File: src/phase_select_map.vh
// Constants for the phase select serial port
`ifndef PHASE_SELECT_MAP_VH
`define PHASE_SELECT_MAP_VH

// Word layout
`define WORD_WIDTH          20
`define NUM_CHANNELS        4
`define PHASE_WIDTH         4
`define ENABLE_LSB          16
`define ENABLE_MSB          19
`define PHASE_MSB           15
`define PHASE_LSB           0
`define ANGLE_WIDTH         10

// Reset and special values
`define WORD_ZERO           20'h00000
`define WORD_QUICK_TEST     20'hf0000
`define ENABLES_ALL_OFF     4'h0
`define ANGLE_ZERO          40'h0000000000
`define LO_QUAD_RESET       2'h0
`define LO_QUAD_STEP        2'h1

// Phase step of 22.5 degrees in half-degree units
`define PHASE_STEP_HALF_DEG 10'h02d

// Pin synchroniser lanes
`define PIN_COUNT           7
`define PIN_SCLK            0
`define PIN_CS_N            1
`define PIN_SDI             2
`define PIN_CLEAR           3
`define PIN_QUICK           4
`define PIN_LO_SYNC         5
`define PIN_LO_4X           6
`define PINS_RESET          7'h00
`define PINS_IDLE           7'h02

// Timing
`define CLK_PERIOD_NS       5
`define BIAS_SETTLE_NS      10000
`define SETTLE_CNT_WIDTH    12
`define SETTLE_CNT_ZERO     12'h000
`define SETTLE_CNT_ONE      12'h001

`endif

File: src/phase_select_serial_port.v
// Serial control port with latch, power-down and LO divider sync
//
// Operation
// - Four-wire port: 20-bit shift register followed by 20-bit latch.
// - Words enter MSB first; contents move toward the LSB each shift.
// - Latch captures register contents on chip select rising edge.
// - Shifting is allowed anytime and leaves the latch untouched.
// - Serial input is sampled on every serial clock rising edge while the clear pin is low.
// - Serial output changes on serial clock rising edge, feeding next device.
// - Latched word enables channels and applies their phase codes.
// - All enables zero powers down everything except the serial port.
// - Power returns when CS latches a word with any enable set.
// - Clear pin zeroes shift register and latch, powering all down.
// - Clear high then quick-test pin high (before any CS rise): all channels on, phase 0000.
// - Sync pin halts LO dividers without stopping the 4x LO input.
// - Dividers restart on the next 4x LO rising edge after sync falls.
// - Unsynced divider starts in any quadrant; I and Q stay 90 apart.
// - Phase shift equals code times 22.5 degrees.
`include "phase_select_map.vh"
`default_nettype none

module phase_select_serial_port #(
  parameter integer SETTLE_CYCLES =
    (`BIAS_SETTLE_NS + `CLK_PERIOD_NS - 1) / `CLK_PERIOD_NS
) (
  // System
  input  wire                       SYS_CLK_IN,
  input  wire                       RESET_IN,
  // Serial port pins
  input  wire                       SERIAL_CLOCK_IN,
  input  wire                       CHIP_SELECT_N_IN,
  input  wire                       SERIAL_IN_IN,
  output wire                       SERIAL_OUT_OUT,
  // Clear and quick-test pins
  input  wire                       SERIAL_CLEAR_PIN_IN,
  input  wire                       QUICK_TEST_NEG_IN,
  // LO divider pins
  input  wire                       LO_DIVIDER_SYNC_IN,
  input  wire                       QUAD_RATE_LO_INPUT_IN,
  // Channel configuration
  output wire [`WORD_WIDTH-1:0]     CONFIG_WORD_OUT,
  output wire [`NUM_CHANNELS-1:0]   CHANNEL_ENABLE_BIT_OUT,
  output wire [`PHASE_MSB:0]        PHASE_CODE_OUT,
  output wire [4*`ANGLE_WIDTH-1:0]  PHASE_ANGLE_OUT,
  // Power state
  output wire                       POWER_DOWN_OUT,
  output wire                       BIAS_SETTLED_OUT,
  // LO divider state
  output wire                       LO_RUN_OUT,
  output wire [1:0]                 LO_QUADRANT_OUT,
  output wire                       LO_I_OUT,
  output wire                       LO_Q_OUT
);

  // Reverse bit order so the first bit sent lands at the top
  function [`WORD_WIDTH-1:0] reverse_word;
    input [`WORD_WIDTH-1:0] w;
    integer i;
    begin
      reverse_word = `WORD_ZERO;
      for (i = 0; i < `WORD_WIDTH; i = i + 1) begin
        reverse_word[i] = w[`WORD_WIDTH-1-i];
      end
    end
  endfunction

  // Phase angle in half degrees
  function [`ANGLE_WIDTH-1:0] phase_half_deg;
    input [`PHASE_WIDTH-1:0] code;
    reg   [2*`ANGLE_WIDTH-1:0] prod;
    begin
      prod = {16'h0000, code} * {10'h000, `PHASE_STEP_HALF_DEG};
      phase_half_deg = prod[`ANGLE_WIDTH-1:0];
    end
  endfunction

  localparam [`SETTLE_CNT_WIDTH-1:0] SETTLE_LOAD =
    SETTLE_CYCLES[`SETTLE_CNT_WIDTH-1:0];

  // Pin synchronisers
  reg  [`PIN_COUNT-1:0]    sync1_ff;
  reg  [`PIN_COUNT-1:0]    sync2_ff;
  reg  [`PIN_COUNT-1:0]    sync3_ff;
  reg  [`PIN_COUNT-1:0]    pin_ff;
  reg  [`PIN_COUNT-1:0]    pin_prev_ff;
  wire [`PIN_COUNT-1:0]    pin_raw;
  wire [`PIN_COUNT-1:0]    nxt_pin;
  wire                     sclk_rise;
  wire                     cs_rise;
  wire                     lo4x_rise;
  wire                     clear_lvl;
  wire                     quick_lvl;
  wire                     sync_lvl;
  wire                     sdi_lvl;

  // Serial datapath
  reg  [`WORD_WIDTH-1:0]   shift_ff;
  reg  [`WORD_WIDTH-1:0]   nxt_shift;
  reg                      sdo_ff;
  reg                      nxt_sdo;
  reg  [`WORD_WIDTH-1:0]   latch_ff;
  reg  [`WORD_WIDTH-1:0]   nxt_latch;
  reg                      armed_ff;
  reg                      nxt_armed;

  // Decoded configuration
  reg  [4*`ANGLE_WIDTH-1:0] angle_ff;
  reg  [4*`ANGLE_WIDTH-1:0] nxt_angle;
  wire                      all_off;
  integer                   k;

  // Power and settling
  reg  [`SETTLE_CNT_WIDTH-1:0] settle_ff;
  reg  [`SETTLE_CNT_WIDTH-1:0] nxt_settle;
  reg                          pdown_ff;

  // LO divider
  reg  [1:0]               quad_ff;
  reg  [1:0]               nxt_quad;
  reg                      run_ff;
  reg                      nxt_run;
  reg                      lo_i_ff;
  reg                      lo_q_ff;

  assign pin_raw[`PIN_SCLK]    = SERIAL_CLOCK_IN;
  assign pin_raw[`PIN_CS_N]    = CHIP_SELECT_N_IN;
  assign pin_raw[`PIN_SDI]     = SERIAL_IN_IN;
  assign pin_raw[`PIN_CLEAR]   = SERIAL_CLEAR_PIN_IN;
  assign pin_raw[`PIN_QUICK]   = QUICK_TEST_NEG_IN;
  assign pin_raw[`PIN_LO_SYNC] = LO_DIVIDER_SYNC_IN;
  assign pin_raw[`PIN_LO_4X]   = QUAD_RATE_LO_INPUT_IN;

  // A level changes only once stages two and three agree
  assign nxt_pin = (sync2_ff & sync3_ff) |
                   (pin_ff & (sync2_ff ^ sync3_ff));

  always @(posedge SYS_CLK_IN or posedge RESET_IN) begin
    if (RESET_IN) begin
      sync1_ff    <= `PINS_IDLE;
      sync2_ff    <= `PINS_IDLE;
      sync3_ff    <= `PINS_IDLE;
      pin_ff      <= `PINS_IDLE;
      pin_prev_ff <= `PINS_IDLE;
    end else begin
      sync1_ff    <= pin_raw;
      sync2_ff    <= sync1_ff;
      sync3_ff    <= sync2_ff;
      pin_ff      <= nxt_pin;
      pin_prev_ff <= pin_ff;
    end
  end

  assign sclk_rise = pin_ff[`PIN_SCLK] & ~pin_prev_ff[`PIN_SCLK];
  assign cs_rise   = pin_ff[`PIN_CS_N] & ~pin_prev_ff[`PIN_CS_N];
  assign lo4x_rise = pin_ff[`PIN_LO_4X] & ~pin_prev_ff[`PIN_LO_4X];
  assign clear_lvl = pin_ff[`PIN_CLEAR];
  assign quick_lvl = pin_ff[`PIN_QUICK];
  assign sync_lvl  = pin_ff[`PIN_LO_SYNC];
  assign sdi_lvl   = pin_ff[`PIN_SDI];

  // Shift register, serial out and latch
  always @* begin
    nxt_shift = shift_ff;
    nxt_sdo   = sdo_ff;
    nxt_latch = latch_ff;
    nxt_armed = armed_ff;
    if (clear_lvl) begin
      nxt_shift = `WORD_ZERO;
      nxt_sdo   = 1'b0;
      nxt_latch = `WORD_ZERO;
      nxt_armed = 1'b1;
    end else begin
      if (sclk_rise) begin
        // Shifts regardless of chip select
        nxt_shift = {sdi_lvl, shift_ff[`WORD_WIDTH-1:1]};
        nxt_sdo   = shift_ff[0];
      end
      if (cs_rise) begin
        // Captures the contents before any shift in the same cycle
        nxt_latch = reverse_word(shift_ff);
        nxt_armed = 1'b0;
      end else if (armed_ff && quick_lvl) begin
        nxt_latch = `WORD_QUICK_TEST;
      end
    end
  end

  always @(posedge SYS_CLK_IN or posedge RESET_IN) begin
    if (RESET_IN) begin
      shift_ff <= `WORD_ZERO;
      sdo_ff   <= 1'b0;
      latch_ff <= `WORD_ZERO;
      armed_ff <= 1'b0;
    end else begin
      shift_ff <= nxt_shift;
      sdo_ff   <= nxt_sdo;
      latch_ff <= nxt_latch;
      armed_ff <= nxt_armed;
    end
  end

  // Per-channel phase angle
  always @* begin
    nxt_angle = `ANGLE_ZERO;
    for (k = 0; k < `NUM_CHANNELS; k = k + 1) begin
      nxt_angle[k*`ANGLE_WIDTH +: `ANGLE_WIDTH] =
        phase_half_deg(latch_ff[k*`PHASE_WIDTH +: `PHASE_WIDTH]);
    end
  end

  assign all_off =
    (latch_ff[`ENABLE_MSB:`ENABLE_LSB] == `ENABLES_ALL_OFF);

  // Settle counter restarts on each wake
  always @* begin
    nxt_settle = settle_ff;
    if (all_off) begin
      nxt_settle = SETTLE_LOAD;
    end else if (settle_ff != `SETTLE_CNT_ZERO) begin
      nxt_settle = settle_ff - `SETTLE_CNT_ONE;
    end
  end

  always @(posedge SYS_CLK_IN or posedge RESET_IN) begin
    if (RESET_IN) begin
      angle_ff  <= `ANGLE_ZERO;
      pdown_ff  <= 1'b1;
      settle_ff <= `SETTLE_CNT_ZERO;
    end else begin
      angle_ff  <= nxt_angle;
      pdown_ff  <= all_off;
      settle_ff <= nxt_settle;
    end
  end

  // LO divide-by-four; quadrant kept through power-down, so unsynced
  // devices may wake in any quadrant
  always @* begin
    nxt_quad = quad_ff;
    nxt_run  = run_ff;
    if (sync_lvl || all_off) begin
      nxt_run = 1'b0;
      if (sync_lvl) begin
        nxt_quad = `LO_QUAD_RESET;
      end
    end else if (lo4x_rise) begin
      nxt_run = 1'b1;
      if (run_ff) begin
        nxt_quad = quad_ff + `LO_QUAD_STEP;
      end
    end
  end

  always @(posedge SYS_CLK_IN or posedge RESET_IN) begin
    if (RESET_IN) begin
      quad_ff <= `LO_QUAD_RESET;
      run_ff  <= 1'b0;
      lo_i_ff <= 1'b0;
      lo_q_ff <= 1'b0;
    end else begin
      quad_ff <= nxt_quad;
      run_ff  <= nxt_run;
      // Gray sequence keeps I and Q a quarter period apart
      lo_i_ff <= nxt_run & nxt_quad[1];
      lo_q_ff <= nxt_run & (nxt_quad[1] ^ nxt_quad[0]);
    end
  end

  assign SERIAL_OUT_OUT         = sdo_ff;
  assign CONFIG_WORD_OUT        = latch_ff;
  assign CHANNEL_ENABLE_BIT_OUT = latch_ff[`ENABLE_MSB:`ENABLE_LSB];
  assign PHASE_CODE_OUT         = latch_ff[`PHASE_MSB:`PHASE_LSB];
  assign PHASE_ANGLE_OUT        = angle_ff;
  assign POWER_DOWN_OUT         = pdown_ff;
  assign BIAS_SETTLED_OUT       = ~pdown_ff &
                                  (settle_ff == `SETTLE_CNT_ZERO);
  assign LO_RUN_OUT             = run_ff;
  assign LO_QUADRANT_OUT        = quad_ff;
  assign LO_I_OUT               = lo_i_ff;
  assign LO_Q_OUT               = lo_q_ff;

endmodule

`default_nettype wire

File: config.mk
export PLATFORM = sky130hd
export DESIGN_NAME = phase_select_serial_port
export DESIGN_NICKNAME = d
export VERILOG_FILES = /design/src/phase_select_serial_port.v
export VERILOG_INCLUDE_DIRS = /design/src
export SDC_FILE = /design/constraint.sdc
export NUM_CORES = 1
export LEC_CHECK = 0
export ABC_AREA = 1
export BUFFER_PORTS_ARGS = -buffer_cell sky130_fd_sc_hd__clkbuf_2
export CORE_ASPECT_RATIO = 1.25
export CORE_MARGIN = 2
export CORE_UTILIZATION = 55
export CTS_BUF_LIST = sky130_fd_sc_hd__clkbuf_8
export DETAILED_ROUTE_END_ITERATION = 12
export MAX_ROUTING_LAYER = met4
export PLACE_DENSITY = 0.89
export SETUP_SLACK_MARGIN = 0.02
export SLEW_MARGIN = 0
export SYNTH_ARGS = -nofsm -noshare
export SYNTH_HDL_FRONTEND = slang
export SYNTH_SLANG_ARGS = --single-unit
File: constraint.sdc
create_clock -name SYS_CLK_IN -period 12.7 [get_ports SYS_CLK_IN]
set_clock_uncertainty 0.2 [all_clocks]
set_input_delay 2.54 -clock SYS_CLK_IN [delete_from_list [all_inputs] [get_ports SYS_CLK_IN]]
set_output_delay 2.54 -clock SYS_CLK_IN [all_outputs]
set_load 0.005 [all_outputs]
# [Word-level counts from Yosys, hierarchy flattened]
# Cells that the tools add are included.
[op_classes] add_sub_neg=2 multipliers=4 muxes=17 bitwise=15 n_reduce_logical=9
[ops] op="two-way mux 20 bit" n=5
[ops] op="multiplier 4 x 6 -> 10 bit, second input constant" n=4
[ops] op="two-way mux 12 bit" n=2
[ops] op="AND 7 bit" n=2
[ops] op="zero test 12 bit" n=1
[ops] op="nonzero test 12 bit" n=1
[ops] op="subtractor 12 x 1 -> 12 bit, second input constant" n=1
[ops] op="two-way mux 2 bit" n=4
[ops] op="OR 7 bit" n=1
[ops] op="bitwise XOR 7 bit" n=1
[ops] op="AND 1 bit" n=6
[ops] op="two-way mux 1 bit" n=6
[ops] op="nonzero test 2 bit" n=3
[ops] op="zero test 4 bit" n=1
[ops] op="NOT 1 bit" n=4
[ops] op="nonzero test 3 bit" n=1
[ops] op="adder 2 x 1 -> 2 bit, second input constant" n=1
[ops] op="logical AND 1 bit" n=1
[ops] op="logical OR 1 bit" n=1
[ops] op="bitwise XOR 1 bit" n=1
[totals] register_bits=135 in_bits=9 wordCells=63

# [Logic depth before layout (Yosys ltp)]
[logic_depth] depth_word=6 mapped_depth=9

# [Least setup slack after synthesis]
# Ideal clock, no wire load.
[synth_path] path_kind="register to output" from="reg settle_ff[0]" to="out BIAS_SETTLED_OUT" arrival_time_ps=1106 required_time_ps=9960 slack_ps=8854 stages_incl_launch_ff=7 n_path_buf=0 cell_sequence="dfrtp_1 inv_1 ha_1 inv_1 nor3_1 nand4_1 nor2_1"
[synth_via] elab_chain_cells=2
[synth_rtl] element="from (decl)" line_no="phase_select_serial_port.v:113" text="reg [`SETTLE_CNT_WIDTH-1:0] settle_ff;"
[synth_rtl] element="from (signal assigned)" line_no="phase_select_serial_port.v:228" text="settle_ff <= `SETTLE_CNT_ZERO;"
[synth_rtl] element="from (signal assigned)" line_no="phase_select_serial_port.v:232" text="settle_ff <= nxt_settle;"
[synth_rtl] element="zero test 12 bit (no source line)"
[synth_rtl] element="AND 1 bit" line_no="phase_select_serial_port.v:275" text="assign BIAS_SETTLED_OUT = ~pdown_ff &"
[synth_rtl] element="to (decl)" line_no="phase_select_serial_port.v:47" text="output wire BIAS_SETTLED_OUT,"
# Every way passes these cells.

# [Worst setup path in the final report]
# Same ends and word-level chain as after synthesis.

==> impl_metrics.tcl <==
set metrics [dict create \
    cp.required_ps 9960 \
    cts_root_buffer "clkbuf_8" \
    crit_start "settle_ff[0]$_DFFE_PP0P_" \
    die_x_um 99.72 \
    cellPowerDensity_nw_per_um2 131.6 \
    muxShareOfSynthArea_pct 0.1788 \
    worst-endpoint-arrival_ps 1800 \
    grt_pass1_vias 4354 \
    async_flop_share_pct 100.0 \
    drc 0 \
    synth_top_family_by_area "adder cells" \
    crit_type "register to output pin" \
    hold_start "sync1_ff[6]$_DFF_PP0_" \
    final_cell_mix "dfrtp_1, clkbuf_2, inv_1" \
    yosys.area.top_type_share_pct 49.66 \
    ys_types 33 \
    path_max_fanout 5 \
    grt_max_degree 75 \
    synth_warnings 0 \
    worstSetupEndpoint "BIAS_SETTLED_OUT" \
    antennaDiodeCount 0 \
    reg2reg_from "CONFIG_WORD_OUT[13]$_DFFE_PP0P_" \
    synth_compound_area_share_pct 7.708 \
    seq_area_frac_synth_pct 52.17 \
    cts.sinks 131 \
    slew_headroom_pct 41.29 \
    fmax_ghz 0.2204 \
    drtAntennaViolNets 0 \
    core-area_um2 11140 \
    antenna_found_initial 0 \
    ff2ff_setup_slack_ps 10050 \
    cts_tree "built" \
    yosys_most_used_dff "dfrtp_1" \
    final_core_util_pct 63.80 \
    synth.largest_area_cell "dfrtp_1" \
    cts_resized 0 \
    synth_area_leaders "dfrtp_1, ha_1, inv_1" \
    worstSetupEndpointType "output pin" \
    avgRoutedWirePerCell_um 14.24 \
    avgSynthCellArea_um2 10.39 \
    wl_um 11890 \
    syn_nets 684 \
    initial_utilization_pct 56.56 \
    grt_usage_pct 20.96 \
    startpoint_type "register" \
    setup_violations 0 \
    use_met3_pct 4.489 \
    cts_buffers 17 \
    postCtsSetupRepairBufs 0 \
    ff2ff_path_depth 8 \
    area_growth_pct 12.81 \
    chipHeight_um 123.6 \
    vias_per_cell 5.205 \
    status "complete, no violations" \
    yosys_register_bits 131 \
    power_leakage_nw 4.115 \
    rsz0062_at_grt "false" \
    r2r-end "PHASE_ANGLE_OUT[39]$_DFF_PP0_" \
    portBuffers 96 \
    clock_path_buffers 2 \
    drtIter0Drc 232 \
    dp_hpwl_um 8574 \
    cts_max_level 4 \
    clk_pin_slew_ps 70 \
    fin_crit_sh_pct 35.73 \
    use_met2_pct 36.49 \
    yosys.area_share.simple_pct 12.00 \
    met1_usage_pct 22.89 \
    hold_buffers 0 \
    synthesis.area_um2 6299 \
    worstMarginPinSlew_ps 880.7 \
    gr-total-overflow 0 \
    clock_latency_ps 420 \
    period_minus_slack_ps 4538 \
    layout-drive-gt1-share_pct 21.29 \
    synth_xor_area_share_pct 3.615 \
    gp_congestion 0.8835 \
    synth_edf_count 0 \
    max-cap-violations 0 \
    top_usage_layer "met2" \
    hold_class "register to register" \
    final-max-slew-violation-count 0 \
    first_pass_iters 6 \
    nNetsFinal 765 \
    finalHoldViolations 0 \
    die_area_um2 12330 \
    syn_inst 606 \
    ir_drop_v 0.00006849 \
    final_common_cell "dfrtp_1" \
    grt_pass1_wl_um 19580 \
    fp-row-count 43 \
    vias 4346 \
    tns_ps 0 \
    ioPinCount 97 \
    synthAdderAreaFrac_pct 14.66 \
]
-- critical path: stages (launching register included) --
cell      delay [ps]
dfrtp_1          420
inv_1            160
ha_1             170
inv_1             70
nor3_1           190
nand4_1          140
nor2_1           120
clkbuf_2         120
-- stage by stage --
stage	hold slack, ps	setup WS, ps	cells	total power [mW]	instance area [um^2]
global placement	132.6	8582	803	0.5918	6714
detailed placement	134.7	8538	803	0.6007	6714
global route	148.2	8005	835	0.9796	7106
CTS	145.6	8165	835	0.9420	7106
floorplan	131.2	6472	606	0.5676	6299
finish	148.0	8162	835	0.9352	7106
-- state kept, by name, summed over array words and instances, names as in the netlist, 7 cells and up --
register / cells
shift_ff: 20
pin_ff: 7
sync2_ff: 7
settle_ff: 12
sync3_ff: 7
CONFIG_WORD_OUT: 20
PHASE_ANGLE_OUT: 40
sync1_ff: 7
-- layout make-up --
cell class	instances	area (um^2)
Clock buffer	20	275.3
Clock inverter	12	116.4
Fill cell	826	4031
Inverter	94	360.3
Multi-Input combinational cell	345	2404
Sequential cell	131	3286
Tap cell	135	168.9
Timing Repair Buffer	98	495.5
-- worst min path at each step --
| stage | end | slack (ps) | cells past startpoint |
|---|---|---|---|
| 6_report | sync2_ff[6]$_DFF_PP0_ | 150 | 0 |
| 5_1_grt | sync2_ff[5]$_DFF_PP0_ | 150 | 0 |
| 3_5_place_dp | sync2_ff[3]$_DFF_PP0_ | 130 | 0 |
| 3_3_place_gp | sync2_ff[6]$_DFF_PP0_ | 130 | 0 |
| 2_1_floorplan | sync2_ff[0]$_DFF_PP0_ | 130 | 0 |
| 4_1_cts | sync2_ff[6]$_DFF_PP0_ | 150 | 0 |
-- kinds of logic (layout without fill, tap and decap cells) --
| logic type | after synthesis | count (layout) |
|---|---|---|
| muxes | 1 | 1 |
| and+or+nand+nor | 169 | 169 |
| xor gates and xnor gates | 26 | 26 |
| adders and majority gates | 69 | 69 |
| buffers and inverters | 130 | 224 |
| AOI/OAI and AO/OA | 80 | 80 |
| DFF | 131 | 131 |
-- cell usage after synthesis (6+ instances only) --
| cell | n |
|---|---|
| o21ai_0 | 33 |
| nand3_1 | 19 |
| xor2_1 | 17 |
| ha_1 | 61 |
| a21o_1 | 10 |
| inv_1 | 89 |
| dfstp_2 | 6 |
| nand4_1 | 12 |
| a22o_1 | 7 |
| buf_4 | 28 |
| a21oi_1 | 13 |
| nor2_1 | 41 |
| nand2_1 | 85 |
| fa_1 | 8 |
| dfrtp_1 | 125 |
| xnor2_1 | 9 |
-- layer usage --
layer	vias to the layer above	wire, um
li1	2090	-
met1	2087	4684
met2	144	6361
met3	25	585
met4	0	257
met5	-	0
-- power breakdown --
group | switching [mW] | total [mW] | internal (mW)
Combinational | 0.0859 | 0.127 | 0.0415
Clock | 0.152 | 0.339 | 0.187
Sequential | 0.0251 | 0.469 | 0.444
Note: power is estimated with default switching activity, not from simulation.
